**config.mk**
```make
export PLATFORM = sky130hd
export DESIGN_NAME = csl_top
export DESIGN_NICKNAME = d
export VERILOG_FILES = /design/src/csl_pkg.sv /design/src/csl_top.sv /design/src/csl_flash.sv
export SDC_FILE = /design/constraint.sdc
export NUM_CORES = 1
export LEC_CHECK = 0
export ABC_AREA = 1
export BUFFER_PORTS_ARGS = -buffer_cell sky130_fd_sc_hd__buf_2
export CAP_MARGIN = 5
export CELL_PAD_IN_SITES_DETAIL_PLACEMENT = 1
export CELL_PAD_IN_SITES_GLOBAL_PLACEMENT = 1
export CORE_MARGIN = 1.5
export CORE_UTILIZATION = 45
export CTS_BUF_LIST = sky130_fd_sc_hd__clkbuf_8
export DETAILED_ROUTE_END_ITERATION = 16
export PLACE_DENSITY_LB_ADDON = 0.1
export SYNTH_ARGS = -nofsm -noshare
export SYNTH_HDL_FRONTEND = slang
export SYNTH_SLANG_ARGS = --single-unit
```
**constraint.sdc**
```tcl
create_clock -name mclk_i -period 3.7 [get_ports mclk_i]
set_input_delay 0.185 -clock mclk_i [delete_from_list [all_inputs] [get_ports mclk_i]]
set_output_delay 0.185 -clock mclk_i [all_outputs]
set_load 0.03 [all_outputs]
```
**src/csl_pkg.sv**
```systemverilog
// constants, types and register map of the controller state indicator block
//=============================================================================
// Overview of operation
// - boot self-tests, checksum checks; indicators step run, err+io, err.
// - no valid firmware: firmware-missing, nothing runs, error regular flash.
// - no application held: empty state, error indicator single flash.
// - system error: empty variant, error fast flash; download or power exits.
// - running a valid application: run indicator steady on, others off.
// - breakpoint suspends tasks until cleared; run indicator single flash.
// - I/O error while running: run on, I/O on, fault words recorded.
// - valid application not executing: stopped, run indicator regular flash.
// - I/O error while stopped: run regular flash, I/O on, error off.
// - application error stops execution: halt, run regular flash, error on.
// - unsaved boot application: error single flash; power cycle restores.
// - current operating state readable through the controller state word.
// - halt exits by reset, download, power or system error; after fatal only power or system error.
// - supply loss while running keeps running state at least 4 ms.
package csl_pkg;

   //==========================================================================
   // timing
   localparam int unsigned CLK_PERIOD_NS = 50;
   localparam int unsigned TICK_NS = 1000000;
   localparam int unsigned TICK_CYCLES =
      (TICK_NS + CLK_PERIOD_NS - 1) / CLK_PERIOD_NS;
   localparam int unsigned TICK_W = 15;
   localparam int unsigned HOLDUP_NS = 4000000;
   localparam int unsigned HOLDUP_CYCLES =
      (HOLDUP_NS + CLK_PERIOD_NS - 1) / CLK_PERIOD_NS;
   localparam int unsigned HOLD_W = 17;
   // all flash and boot periods in 1 ms ticks
   localparam int unsigned MS_W = 11;
   localparam logic [10:0] BOOT_PHASE_MS = 11'h064;
   localparam logic [10:0] REG_ON_MS = 11'h0C8;
   localparam logic [10:0] REG_OFF_MS = 11'h0C8;
   localparam logic [10:0] SGL_ON_MS = 11'h0C8;
   localparam logic [10:0] SGL_OFF_MS = 11'h3E8;
   localparam logic [10:0] FST_ON_MS = 11'h032;
   localparam logic [10:0] FST_OFF_MS = 11'h032;
   localparam int unsigned PAT_REG = 0;
   localparam int unsigned PAT_SGL = 1;
   localparam int unsigned PAT_FST = 2;

   //==========================================================================
   // register map, byte addresses
   localparam logic [7:0] ADDR_STATE = 8'h00;
   localparam logic [7:0] ADDR_CMD = 8'h04;
   localparam logic [7:0] ADDR_FAULT1 = 8'h08;
   localparam logic [7:0] ADDR_FAULT2 = 8'h0C;
   localparam logic [7:0] ADDR_IRQ_STAT = 8'h10;
   localparam logic [7:0] ADDR_IRQ_CLR = 8'h14;
   localparam logic [7:0] ADDR_IRQ_EN = 8'h18;

   // command word bits, write-only pulses
   localparam int unsigned CMD_RUN = 0;
   localparam int unsigned CMD_STOP = 1;
   localparam int unsigned CMD_RST_WARM = 2;
   localparam int unsigned CMD_RST_COLD = 3;
   localparam int unsigned CMD_RST_ORIG = 4;
   localparam int unsigned CMD_DOWNLOAD = 5;
   localparam int unsigned CMD_BP_SET = 6;
   localparam int unsigned CMD_BP_CLR = 7;
   localparam int unsigned CMD_ONLINE = 8;
   localparam int unsigned CMD_SAVE_BOOT = 9;
   localparam int unsigned CMD_W = 10;

   // state word fields
   localparam int unsigned SW_CODE_LSB = 0;
   localparam int unsigned SW_EXT_ERR = 8;
   localparam int unsigned SW_UNSAVED = 9;
   localparam int unsigned SW_LOCKED = 10;
   localparam int unsigned SW_TASKS = 11;
   localparam int unsigned SW_PHASE_LSB = 12;

   // interrupt events
   localparam int unsigned EV_STATE = 0;
   localparam int unsigned EV_IO_ERR = 1;
   localparam int unsigned EV_HALT = 2;
   localparam int unsigned EV_PWR = 3;
   localparam int unsigned EV_SYSERR = 4;
   localparam int unsigned EV_W = 5;
   localparam logic [4:0] IRQ_EN_RESET = 5'h00;

   //==========================================================================
   // controller states
   typedef enum logic [8:0] {
      CSL_BOOT = 9'h001,
      CSL_FW_MISSING = 9'h002,
      CSL_EMPTY = 9'h004,
      CSL_EMPTY_SYSERR = 9'h008,
      CSL_RUN = 9'h010,
      CSL_RUN_BP = 9'h020,
      CSL_STOPPED = 9'h040,
      CSL_HALT = 9'h080,
      CSL_OFF = 9'h100
   } csl_state_e;

   // state codes as read back in the state word
   localparam logic [3:0] CODE_BOOT = 4'h0;
   localparam logic [3:0] CODE_FW_MISSING = 4'h1;
   localparam logic [3:0] CODE_EMPTY = 4'h2;
   localparam logic [3:0] CODE_EMPTY_SYSERR = 4'h3;
   localparam logic [3:0] CODE_RUN = 4'h4;
   localparam logic [3:0] CODE_RUN_BP = 4'h5;
   localparam logic [3:0] CODE_STOPPED = 4'h6;
   localparam logic [3:0] CODE_HALT = 4'h7;
   localparam logic [3:0] CODE_OFF = 4'h8;

endpackage : csl_pkg

```
**src/csl_top.sv**
```systemverilog
// controller operating state tracker and indicator driver
//
// Implementation choices: the plain strobed port and the register offsets.
`timescale 1ns/1ns
`default_nettype none
module csl_top #(
   parameter int unsigned TICK_CYCLES = csl_pkg::TICK_CYCLES,
   parameter int unsigned HOLDUP_CYCLES = csl_pkg::HOLDUP_CYCLES
) (
   // clock and reset
   input wire logic mclk_i,
   input wire logic reset_i,
   // boot checks
   input wire logic selftest_done_i,
   input wire logic fw_valid_i,
   input wire logic app_valid_i,
   // system events
   input wire logic sys_error_i,
   input wire logic app_error_i,
   input wire logic fatal_error_i,
   input wire logic power_fail_i,
   // fault sources
   input wire logic [31:0] fault_first_i,
   input wire logic [31:0] fault_second_i,
   // register port
   input wire logic [7:0] addr_i,
   input wire logic [31:0] wdata_i,
   input wire logic wr_i,
   input wire logic rd_i,
   output logic [31:0] rdata_o,
   // indicators and status
   output logic run_led_o,
   output logic err_led_o,
   output logic io_led_o,
   output logic task_enable_o,
   output logic shutdown_o,
   output logic irq_o
);

   //==========================================================================
   // declarations
   csl_pkg::csl_state_e state_q, state_d;
   logic [csl_pkg::TICK_W-1:0] tick_cnt_q;
   logic tick_q;
   logic [2:0] pattern;
   logic [1:0] boot_phase_q;
   logic [10:0] boot_ms_q;
   logic boot_done;
   logic [csl_pkg::HOLD_W-1:0] hold_cnt_q;
   logic hold_done_q;
   logic locked_q;
   logic unsaved_q;
   logic [31:0] fault1_q, fault2_q;
   logic ext_err;
   logic ext_err_prev_q;
   logic pwr_prev_q;
   logic [csl_pkg::CMD_W-1:0] cmd;
   logic any_reset;
   logic [4:0] irq_stat_q, irq_en_q, irq_clr, events;
   logic [3:0] code;

   //==========================================================================
   // command decode, one-cycle pulses
   assign cmd = (wr_i && addr_i == csl_pkg::ADDR_CMD) ?
      wdata_i[csl_pkg::CMD_W-1:0] : {csl_pkg::CMD_W{1'b0}};
   assign any_reset = cmd[csl_pkg::CMD_RST_WARM] |
      cmd[csl_pkg::CMD_RST_COLD] | cmd[csl_pkg::CMD_RST_ORIG];
   assign irq_clr = (wr_i && addr_i == csl_pkg::ADDR_IRQ_CLR) ?
      wdata_i[4:0] : 5'h00;

   //==========================================================================
   // 1 ms tick
   always_ff @(posedge mclk_i) begin
      if (reset_i) begin
         tick_cnt_q <= '0;
         tick_q <= 1'b0;
      end else if (tick_cnt_q == csl_pkg::TICK_W'(TICK_CYCLES - 1)) begin
         tick_cnt_q <= '0;
         tick_q <= 1'b1;
      end else begin
         tick_cnt_q <= tick_cnt_q + 1'b1;
         tick_q <= 1'b0;
      end
   end

   csl_flash u_flash (
      .mclk_i(mclk_i),
      .reset_i(reset_i),
      .tick_i(tick_q),
      .pattern_o(pattern)
   );

   //==========================================================================
   // boot indicator phases
   always_ff @(posedge mclk_i) begin
      if (reset_i) begin
         boot_phase_q <= 2'h0;
         boot_ms_q <= 11'h000;
      end else if (state_q == csl_pkg::CSL_BOOT && tick_q &&
                   !(boot_phase_q == 2'h2 &&
                     boot_ms_q == csl_pkg::BOOT_PHASE_MS)) begin
         if (boot_ms_q == csl_pkg::BOOT_PHASE_MS &&
             boot_phase_q != 2'h2) begin
            boot_ms_q <= 11'h000;
            boot_phase_q <= boot_phase_q + 2'h1;
         end else begin
            boot_ms_q <= boot_ms_q + 11'h001;
         end
      end
   end
   // checks may finish early; the last phase is still shown in full
   assign boot_done = selftest_done_i && boot_phase_q == 2'h2 &&
      boot_ms_q == csl_pkg::BOOT_PHASE_MS;

   //==========================================================================
   // supply hold-up
   always_ff @(posedge mclk_i) begin
      if (reset_i || !power_fail_i) begin
         hold_cnt_q <= '0;
         hold_done_q <= 1'b0;
      end else if (hold_cnt_q == csl_pkg::HOLD_W'(HOLDUP_CYCLES - 1)) begin
         hold_done_q <= 1'b1;
      end else begin
         hold_cnt_q <= hold_cnt_q + 1'b1;
      end
   end

   //==========================================================================
   // fault words, lock and unsaved flag
   always_ff @(posedge mclk_i) begin
      if (reset_i) begin
         fault1_q <= 32'h0000_0000;
         fault2_q <= 32'h0000_0000;
      end else begin
         fault1_q <= fault_first_i;
         fault2_q <= fault_second_i;
      end
   end
   assign ext_err = (fault1_q != 32'h0000_0000) ||
      (fault2_q != 32'h0000_0000);

   // only a power cycle clears the lock
   always_ff @(posedge mclk_i) begin
      if (reset_i) begin
         locked_q <= 1'b0;
      end else if (fatal_error_i && state_q != csl_pkg::CSL_BOOT &&
                   state_q != csl_pkg::CSL_FW_MISSING) begin
         locked_q <= 1'b1;
      end
   end

   // stored application replaces working copy at power cycle
   always_ff @(posedge mclk_i) begin
      if (reset_i) begin
         unsaved_q <= 1'b0;
      end else if (cmd[csl_pkg::CMD_SAVE_BOOT] ||
                   cmd[csl_pkg::CMD_DOWNLOAD]) begin
         unsaved_q <= 1'b0;
      end else if (cmd[csl_pkg::CMD_ONLINE] &&
                   (state_q == csl_pkg::CSL_RUN ||
                    state_q == csl_pkg::CSL_STOPPED)) begin
         unsaved_q <= 1'b1;
      end
   end

   //==========================================================================
   // state transitions by fixed priority
   always_comb begin
      state_d = state_q;
      case (state_q)
         csl_pkg::CSL_BOOT: begin
            if (boot_done) begin
               if (!fw_valid_i) begin
                  state_d = csl_pkg::CSL_FW_MISSING;
               end else if (!app_valid_i) begin
                  state_d = csl_pkg::CSL_EMPTY;
               end else begin
                  state_d = csl_pkg::CSL_STOPPED;
               end
            end
         end
         // nothing executes until new firmware and a power cycle
         csl_pkg::CSL_FW_MISSING: state_d = csl_pkg::CSL_FW_MISSING;
         csl_pkg::CSL_OFF: state_d = csl_pkg::CSL_OFF;
         default: begin
            if (power_fail_i &&
                (hold_done_q || (state_q != csl_pkg::CSL_RUN &&
                                 state_q != csl_pkg::CSL_RUN_BP))) begin
               state_d = csl_pkg::CSL_OFF;
            end else if (sys_error_i) begin
               state_d = csl_pkg::CSL_EMPTY_SYSERR;
            end else if (cmd[csl_pkg::CMD_DOWNLOAD] &&
                         !(state_q == csl_pkg::CSL_HALT && locked_q)) begin
               state_d = csl_pkg::CSL_STOPPED;
            end else if (state_q == csl_pkg::CSL_EMPTY ||
                         state_q == csl_pkg::CSL_EMPTY_SYSERR) begin
               state_d = state_q;
            end else if (fatal_error_i) begin
               state_d = csl_pkg::CSL_HALT;
            end else if (app_error_i && (state_q == csl_pkg::CSL_RUN ||
                                         state_q == csl_pkg::CSL_RUN_BP)) begin
               state_d = csl_pkg::CSL_HALT;
            end else if (any_reset &&
                         !(state_q == csl_pkg::CSL_HALT && locked_q)) begin
               // origin reset drops the application
               state_d = cmd[csl_pkg::CMD_RST_ORIG] ?
                  csl_pkg::CSL_EMPTY : csl_pkg::CSL_STOPPED;
            end else if (state_q == csl_pkg::CSL_HALT) begin
               state_d = csl_pkg::CSL_HALT;
            end else if (state_q == csl_pkg::CSL_STOPPED) begin
               if (cmd[csl_pkg::CMD_RUN]) begin
                  state_d = csl_pkg::CSL_RUN;
               end
            end else if (cmd[csl_pkg::CMD_STOP]) begin
               state_d = csl_pkg::CSL_STOPPED;
            end else if (cmd[csl_pkg::CMD_BP_SET]) begin
               state_d = csl_pkg::CSL_RUN_BP;
            end else if (cmd[csl_pkg::CMD_BP_CLR]) begin
               state_d = csl_pkg::CSL_RUN;
            end
         end
      endcase
   end

   always_ff @(posedge mclk_i) begin
      if (reset_i) begin
         state_q <= csl_pkg::CSL_BOOT;
      end else begin
         state_q <= state_d;
      end
   end

   //==========================================================================
   // indicators
   always_ff @(posedge mclk_i) begin
      if (reset_i) begin
         run_led_o <= 1'b0;
         err_led_o <= 1'b0;
         io_led_o <= 1'b0;
      end else begin
         run_led_o <= 1'b0;
         err_led_o <= 1'b0;
         io_led_o <= 1'b0;
         case (state_q)
            csl_pkg::CSL_BOOT: begin
               run_led_o <= (boot_phase_q == 2'h0);
               err_led_o <= (boot_phase_q != 2'h0);
               io_led_o <= (boot_phase_q == 2'h1);
            end
            csl_pkg::CSL_FW_MISSING:
               err_led_o <= pattern[csl_pkg::PAT_REG];
            csl_pkg::CSL_EMPTY:
               err_led_o <= pattern[csl_pkg::PAT_SGL];
            csl_pkg::CSL_EMPTY_SYSERR:
               err_led_o <= pattern[csl_pkg::PAT_FST];
            csl_pkg::CSL_RUN: begin
               run_led_o <= 1'b1;
               err_led_o <= unsaved_q & pattern[csl_pkg::PAT_SGL];
               io_led_o <= ext_err;
            end
            csl_pkg::CSL_RUN_BP: begin
               run_led_o <= pattern[csl_pkg::PAT_SGL];
               err_led_o <= unsaved_q & pattern[csl_pkg::PAT_SGL];
               io_led_o <= ext_err;
            end
            csl_pkg::CSL_STOPPED: begin
               run_led_o <= pattern[csl_pkg::PAT_REG];
               err_led_o <= unsaved_q & pattern[csl_pkg::PAT_SGL];
               io_led_o <= ext_err;
            end
            csl_pkg::CSL_HALT: begin
               run_led_o <= pattern[csl_pkg::PAT_REG];
               err_led_o <= 1'b1;
               io_led_o <= ext_err;
            end
            default: begin
               run_led_o <= 1'b0;
            end
         endcase
      end
   end

   // tasks stop at a breakpoint, in halt and in every other state
   always_ff @(posedge mclk_i) begin
      if (reset_i) begin
         task_enable_o <= 1'b0;
         shutdown_o <= 1'b0;
      end else begin
         task_enable_o <= (state_d == csl_pkg::CSL_RUN);
         shutdown_o <= (state_d == csl_pkg::CSL_OFF);
      end
   end

   //==========================================================================
   // interrupts; a new event wins over a clear in the same cycle
   always_ff @(posedge mclk_i) begin
      if (reset_i) begin
         ext_err_prev_q <= 1'b0;
         pwr_prev_q <= 1'b0;
      end else begin
         ext_err_prev_q <= ext_err;
         pwr_prev_q <= power_fail_i;
      end
   end
   assign events[csl_pkg::EV_STATE] = (state_d != state_q);
   assign events[csl_pkg::EV_IO_ERR] = ext_err & ~ext_err_prev_q;
   assign events[csl_pkg::EV_HALT] = (state_d == csl_pkg::CSL_HALT) &&
      (state_q != csl_pkg::CSL_HALT);
   assign events[csl_pkg::EV_PWR] = power_fail_i & ~pwr_prev_q;
   assign events[csl_pkg::EV_SYSERR] =
      (state_d == csl_pkg::CSL_EMPTY_SYSERR) &&
      (state_q != csl_pkg::CSL_EMPTY_SYSERR);

   always_ff @(posedge mclk_i) begin
      if (reset_i) begin
         irq_stat_q <= 5'h00;
      end else begin
         irq_stat_q <= (irq_stat_q & ~irq_clr) | events;
      end
   end

   always_ff @(posedge mclk_i) begin
      if (reset_i) begin
         irq_en_q <= csl_pkg::IRQ_EN_RESET;
      end else if (wr_i && addr_i == csl_pkg::ADDR_IRQ_EN) begin
         irq_en_q <= wdata_i[4:0];
      end
   end

   always_ff @(posedge mclk_i) begin
      if (reset_i) begin
         irq_o <= 1'b0;
      end else begin
         irq_o <= |(((irq_stat_q & ~irq_clr) | events) & irq_en_q);
      end
   end

   //==========================================================================
   // state word and read port
   always_comb begin
      case (state_q)
         csl_pkg::CSL_BOOT: code = csl_pkg::CODE_BOOT;
         csl_pkg::CSL_FW_MISSING: code = csl_pkg::CODE_FW_MISSING;
         csl_pkg::CSL_EMPTY: code = csl_pkg::CODE_EMPTY;
         csl_pkg::CSL_EMPTY_SYSERR: code = csl_pkg::CODE_EMPTY_SYSERR;
         csl_pkg::CSL_RUN: code = csl_pkg::CODE_RUN;
         csl_pkg::CSL_RUN_BP: code = csl_pkg::CODE_RUN_BP;
         csl_pkg::CSL_STOPPED: code = csl_pkg::CODE_STOPPED;
         csl_pkg::CSL_HALT: code = csl_pkg::CODE_HALT;
         default: code = csl_pkg::CODE_OFF;
      endcase
   end

   always_ff @(posedge mclk_i) begin
      if (reset_i) begin
         rdata_o <= 32'h0000_0000;
      end else if (rd_i) begin
         rdata_o <= 32'h0000_0000;
         case (addr_i)
            csl_pkg::ADDR_STATE: begin
               rdata_o[csl_pkg::SW_CODE_LSB +: 4] <= code;
               rdata_o[csl_pkg::SW_EXT_ERR] <= ext_err;
               rdata_o[csl_pkg::SW_UNSAVED] <= unsaved_q;
               rdata_o[csl_pkg::SW_LOCKED] <= locked_q;
               rdata_o[csl_pkg::SW_TASKS] <= task_enable_o;
               rdata_o[csl_pkg::SW_PHASE_LSB +: 2] <= boot_phase_q;
            end
            csl_pkg::ADDR_FAULT1: rdata_o <= fault1_q;
            csl_pkg::ADDR_FAULT2: rdata_o <= fault2_q;
            csl_pkg::ADDR_IRQ_STAT: rdata_o[4:0] <= irq_stat_q;
            csl_pkg::ADDR_IRQ_EN: rdata_o[4:0] <= irq_en_q;
            default: rdata_o <= 32'h0000_0000;
         endcase
      end else begin
         rdata_o <= 32'h0000_0000;
      end
   end

endmodule : csl_top
`default_nettype wire

```
**src/csl_flash.sv**
```systemverilog
// flash waveform generator for the status indicators
`timescale 1ns/1ns
`default_nettype none
module csl_flash (
   // clock and reset
   input wire logic mclk_i,
   input wire logic reset_i,
   // 1 ms tick
   input wire logic tick_i,
   // regular, single and fast waveforms
   output logic [2:0] pattern_o
);

   //==========================================================================
   // one on/off counter per pattern
   genvar g;
   generate
      for (g = 0; g < 3; g++) begin : g_pat
         localparam logic [10:0] ON_MS = (g == csl_pkg::PAT_REG) ?
            csl_pkg::REG_ON_MS : (g == csl_pkg::PAT_SGL) ?
            csl_pkg::SGL_ON_MS : csl_pkg::FST_ON_MS;
         localparam logic [10:0] OFF_MS = (g == csl_pkg::PAT_REG) ?
            csl_pkg::REG_OFF_MS : (g == csl_pkg::PAT_SGL) ?
            csl_pkg::SGL_OFF_MS : csl_pkg::FST_OFF_MS;
         logic [10:0] cnt_q;
         logic on_q;
         always_ff @(posedge mclk_i) begin
            if (reset_i) begin
               cnt_q <= 11'h000;
               on_q <= 1'b0;
            end else if (tick_i) begin
               // phase ends: flip and restart the count
               if (cnt_q == ((on_q ? ON_MS : OFF_MS) - 11'h001)) begin
                  cnt_q <= 11'h000;
                  on_q <= ~on_q;
               end else begin
                  cnt_q <= cnt_q + 11'h001;
               end
            end
         end
         assign pattern_o[g] = on_q;
      end
   endgenerate

endmodule : csl_flash
`default_nettype wire

```
# == Yosys cells after proc, flatten, opt, wreduce, memory -nomap -nowiden ==
# Index checks and enable logic that the tools add are counted.
# totals
reg_bits,208
latchBits,0
mem_bits_rw,0
rom_bits,0
out_inout_bits,38
mem_count,0
# classes
addsub,8
mul,0
div,0
n_lt_le_gt_ge,0
n_eq_ne,35
shift,0
n_mux,35
bitwise,15
n_reduce_logical,46
# op_table
op,count
$mux 9,14
$reduce_bool 32->1,2
$add 11x1->11 const B,4
$mux 11,4
$pmux 18 s2,1
$pmux 4 s8,1
$pmux 9 s3,1
$eq 8x5->1 const B,3
$mux 7,3
$logic_and 1x1->1,20
$mux 10,2
$pmux 4 s5,1
$eq 9x4->1 const B,2
$eq 9x5->1 const B,2
$eq 9x8->1 const B,2
$eq 9x9->1 const B,2
$pmux 6 s3,1
$add 17x1->17 const B,1
$eq 17x17->1 const B,1
$eq 8x4->1 const B,2
$add 15x1->15 const B,1
$eq 15x15->1 const B,1
$eq 11x11->1,1
$eq 11x6->1 const B,1
other kinds (42),66

# == Logic depth before layout (Yosys ltp) ==
# logic_depth
ltp_word,21
depth_mapped,22

# == Cells and area by module ==
# From an unflattened synthesis, not the netlist that was laid out.
# unflattened
hier_cells,1332
hier_area_um2,9405.3
# modules_own_cells
module,n_inst,cells_per_inst,area_per_inst_um2
csl_top,1,1034,7457.2
csl_flash,1,298,1948.1

# == Worst setup path before layout ==
# Ideal clock, no wire load.
# synth_path
path_type,flip-flop to flip-flop
startpoint,register state_q[3]
endpoint,register irq_o
arrival_ns,1.873
t_required_ns,3.572
slack_ns,1.700
stages_incl_launch_ff,21
n_path_buf,0
cell_sequence,dfxtp_1 -> nor2_4 -> nand2_4 -> inv_6 -> nand2_2 -> nand2_2 -> nand2_2 -> nand2_2 -> nand3_2 -> nor2_4 -> nand3_2 -> nand2_1 -> nand2_1 -> nand2_1 -> nand3_1 -> nor2_2 -> nand3_1 -> nand2_1 -> nand2_1 -> nor2_1 -> nor2_1
# synth_between
elab_chain_cells,18
word_cells_on_any_way,46
classes_between,eq/ne: 16; mux: 15; bitwise: 2; reduce/logical: 13
# synth_rtl
item,line,source
from (decl),csl_top.sv:42,"csl_pkg::csl_state_e state_q, state_d;"
from (signal assigned),csl_top.sv:227,state_q <= csl_pkg::CSL_BOOT;
from (signal assigned),csl_top.sv:229,state_q <= state_d;
$mux 9,csl_top.sv:218,end else if (cmd[csl_pkg::CMD_BP_CLR]) begin
$mux 9,csl_top.sv:216,end else if (cmd[csl_pkg::CMD_BP_SET]) begin
$mux 9,csl_top.sv:214,end else if (cmd[csl_pkg::CMD_STOP]) begin
$mux 9,csl_top.sv:210,end else if (state_q == csl_pkg::CSL_STOPPED) begin
$mux 9,csl_top.sv:208,end else if (state_q == csl_pkg::CSL_HALT) begin
$mux 9,csl_top.sv:203,end else if (any_reset &&
$mux 9,csl_top.sv:200,end else if (app_error_i && (state_q == csl_pkg::CSL_RUN ||
$mux 9,csl_top.sv:198,end else if (fatal_error_i) begin
(+2 left out),n/a,
$mux 9,csl_top.sv:190,end else if (sys_error_i) begin
$mux 9,csl_top.sv:186,if (power_fail_i &&
$pmux 9 s3,csl_top.sv:170,case (state_q)
$eq 9x8->1 or $eq 9x4->1 (tied branches),"csl_top.sv:307, csl_top.sv:311",
"$logic_and 1x1->1, on equally long branches","csl_top.sv:307, csl_top.sv:311",
$or 5x5->5 (*),csl_top.sv:334,irq_o <= |(((irq_stat_q & ~irq_clr) | events) & irq_en_q);
$and 5x5->5 (*),csl_top.sv:334,
$reduce_or 5->1 (*),csl_top.sv:334,
to (signal assigned),csl_top.sv:334,
to (decl),csl_top.sv:37,output logic irq_o
# Mark *: on every way between the ends. The rest lies on a longest branch, timed or not.
# A chain may end at the register's enable or synchronous reset.

# == Final worst setup path ==
# layout_path
startpoint,register state_q[8]
endpoint,register irq_o
# Same word-level chain as after synthesis.

==> results.py <==
metrics = {
    "run_status": {
        "status": "completed",
    },
    "finish": {
        "area.growth.synth_to_final_pct": 25.9,
        "multiInputGateArea_mm2": 0.00413,
        "fillCellCount": 2528,
        "seqCellArea_mm2": 0.00416,
        "drive_gt1_share_pct": 16.7,
        "final_nets": 1599,
    },
    "setup_path": {
        "crit_chain": "inv_2 > nand3_1 > nor2_1 > nand2_2 > nand2_1 > nand2_1 > nand2_2 > o21bai_4 > nand3_2 > nand2_1 > nand2_1 > nand2_1 > nand3_1 > nor2_2 > nand3_1 > nand2_1 > nand2_1 > nor2_1 > nor2_1",
        "path_buf_inv": 1,
        "crit_path_max_fanout": 11,
        "cpLargestDelayFamily": "simple AND/OR/NAND/NOR gates",
        "critPathCaptureType": "register",
        "startpoint_type": "register",
        "worst_ep_required_time_ns": 4.10,
        "slowest_stage": "dfxtp_1",
        "cp_data_arrival_time_ns": 3.18,
        "cp_slowest_stage_delay_ns": 0.51,
        "path_class": "register to register",
        "crit_top_cell": "nand2_1",
    },
    "hold_path": {
        "hp-class": "input pin to register",
    },
    "synth": {
        "synth_commonest_cells": "223 x nand2_1, 208 x dfxtp_1, 194 x nor2_1, 180 x inv_1, 84 x a21oi_1",
        "synth_compound_area_share_pct": 10.1,
        "post-synth-top-count-cell": "nand2_1",
        "ys_ff_latch": 208,
        "syn_nets": 1378,
        "synth_simple_gate_area_share_pct": 31.8,
        "yosysSeqAreaShare_pct": 45.5,
        "muxShareOfSynthArea_pct": 0,
        "synthAdderAreaFrac_pct": 1.50,
        "async_flop_share_pct": 0,
        "synth_area_mm2": 0.00915,
        "synthCells": 1252,
        "synth_cell_type_count": 49,
        "yosysWarnings": 0,
        "avgSynthCellArea_um2": 7.31,
        "ys.flop_type": "dfxtp_1",
        "synth_edf_count": 0,
        "synthDominantCellAreaShare_pct": 45.5,
        "synth_top_area_cell": "dfxtp_1",
        "ys_top_cells_by_area": "dfxtp_1 46%, nand2_1 9.2%, nor2_1 8.0%",
        "synth_top_family_by_area": "simple AND/OR/NAND/NOR gates",
        "synthXorXnorAreaFrac_pct": 1.63,
    },
    "floorplanning": {
        "die-area_mm2": 0.0212,
        "initial_utilization_pct": 46.4,
        "fp.coreArea_mm2": 0.0197,
        "rows": 51,
        "fp.dieH_um": 146,
        "dieWidth_um": 146,
        "ios": 153,
    },
    "clock_tree": {
        "cts_tree": "yes",
        "cts_buffers": 37,
        "clock-sinks": 208,
        "clkLatencyLatePin_ns": 0.57,
        "clkTransAtPathRegs_ns": 0.06,
        "cts.htree.levels": 2,
        "clockBufferDepth": 3,
        "clockRootBuffer": "clkbuf_8",
    },
    "power": {
        "power_w": 0.00495,
        "peakVddDrop_v": 0.000256,
        "p_per_area_mw_per_mm2": 430,
        "leakage_nw": 5.13,
    },
    "grt": {
        "grt_max_degree": 76,
        "grt_first_pass_wirelength_um": 52000,
        "antenna_found_initial": 1,
        "grt_pass1_vias": 9997,
        "track_usage_pct": 30.7,
        "globalRouteOverflowTotal": 0,
    },
    "timing": {
        "final.period_utilization_pct": 75.1,
        "clock.fmax_ghz": 0.360,
        "drv_slew": 0,
        "hold_viol": 0,
        "setup_violations": 0,
        "tightest_slew_ns": 0.836,
        "hold_slack_ns": 0.0357,
        "finClkSkew_ns": 0.0356,
        "tns_ns": 0,
        "rsz0062_at_grt": "false",
        "min_period_ns": 2.78,
        "slew_headroom_pct": 44.3,
    },
    "routing": {
        "drtAntennaViolNets": 0,
        "routed_wl_um": 32600,
        "drc": 0,
        "viasPerCell": 5.29,
        "drt_first_pass_iters": 5,
        "vias": 9325,
        "drt-initial-drc-count": 426,
        "wl_per_cell_um": 18.5,
    },
    "flow_run": {
        "cap_violations": 0,
    },
    "placement": {
        "gp_congestion": 0.867,
        "dpl.hpwl_um": 19900,
        "portBuffers": 130,
    },
}
-- flip-flops by register name, indices dropped and copies added (netlist names), 5 cells and up --
name / count
boot_ms_q: 11
fault1_q: 32
fault2_q: 32
hold_cnt_q: 17
irq_en_q: 5
irq_stat_q: 5
rdata_o: 32
state_q: 9
tick_cnt_q: 15
u_flash.g_pat.cnt_q: 33
-- worst register-to-register path, cell delays in order, from the launching register on --
cell and delay (ns):
dfxtp_1 0.51, inv_2 0.19, nand3_1 0.13, nor2_1 0.07, nand2_2 0.16, nand2_1 0.13, nand2_1 0.12, nand2_2 0.07
o21bai_4 0.18, nand3_2 0.16, nand2_1 0.12, nand2_1 0.05, nand2_1 0.08, nand3_1 0.08, nor2_2 0.16, nand3_1 0.11
nand2_1 0.07, nand2_1 0.06, nor2_1 0.11, nor2_1 0.05
-- metrics by stage --
stage | setup slack [ns] | instances | cell area, um^2 | util [%]
after floorplan | 1.70 | 1252 | 9150 | -
after global placement | 1.06 | 1625 | 10100 | 51.0
after detailed placement | 1.02 | 1625 | 10100 | 51.0
after CTS | 0.923 | 1761 | 11500 | 58.4
after global routing | 0.655 | 1762 | 11500 | 58.4
final | 0.921 | 1762 | 11500 | 58.4
-- power breakdown --
group / internal (W) / leakage (nW) / switching, W / total [W]
registers: 0.00230 / 1.70 / 0.0000461 / 0.00234
logic: 0.000174 / 3.02 / 0.000278 / 0.000452
clock network: 0.00113 / 0.419 / 0.00102 / 0.00215
total: 0.00361 / 5.13 / 0.00134 / 0.00495
-- final timing paths --
path	startpoint	end	slack (ns)	cells after the start
max	state_q[8]	irq_o	0.92	19
min	wdata_i[1]	irq_en_q[1]	0.04	3
max reg2reg	state_q[8]	irq_o	0.92	19
min reg2reg	fault2_q[7]	rdata_o[7]	0.47	2
-- layout by cell type, fill, tap and decap left out, drive strengths merged, types with 7 or more instances in the layout --
cell type,instances
dlygate4sd3,74
nand3,79
nor3,41
nand4,18
buf,136
clkbuf,43
a21oi,84
xor2,13
nor4,20
o21ai,46
nor2,207
nor3b,17
o211ai,8
dfxtp,208
inv,208
nand2,239
ha,11
o21a,7
-- per-layer routing --
layer	up-vias	track usage, %	routed length, um
li1	4450	-	-
met1	4512	34.2	13000
met2	255	55.3	16500
met3	108	6.65	1640
met4	0	14.7	1440
met5	-	0	0
-- cells by family (layout without fill, tap and decap cells) --
family                     Yosys count  count (layout)
DFF                                208             208
adders and majority gates           11              11
AOI/OAI and AO/OA                  164             164
other                                0               1
xor gates and xnor gates            17              17
buffers and inverters              222             466
and+or+nand+nor                    630             630
-- area by class of cell --
class,count,area share (%)
timing repair buffer,210,12.5
inverter,194,6.39
clock inverter,19,1.08
sequential,208,36.2
clock buffer,43,5.14
multi-input combinational,822,35.9
tap,265,2.88
antenna,1,0.0217
-- timing repair --
item | 4_1_cts | 5_1_grt
resized for setup | 0 | 0
endpoints found under the hold margin | 72 | 0
hold buffers | 74 | 0
buffers inserted | 0 | 0
Note: power is estimated with default switching activity, not from simulation.
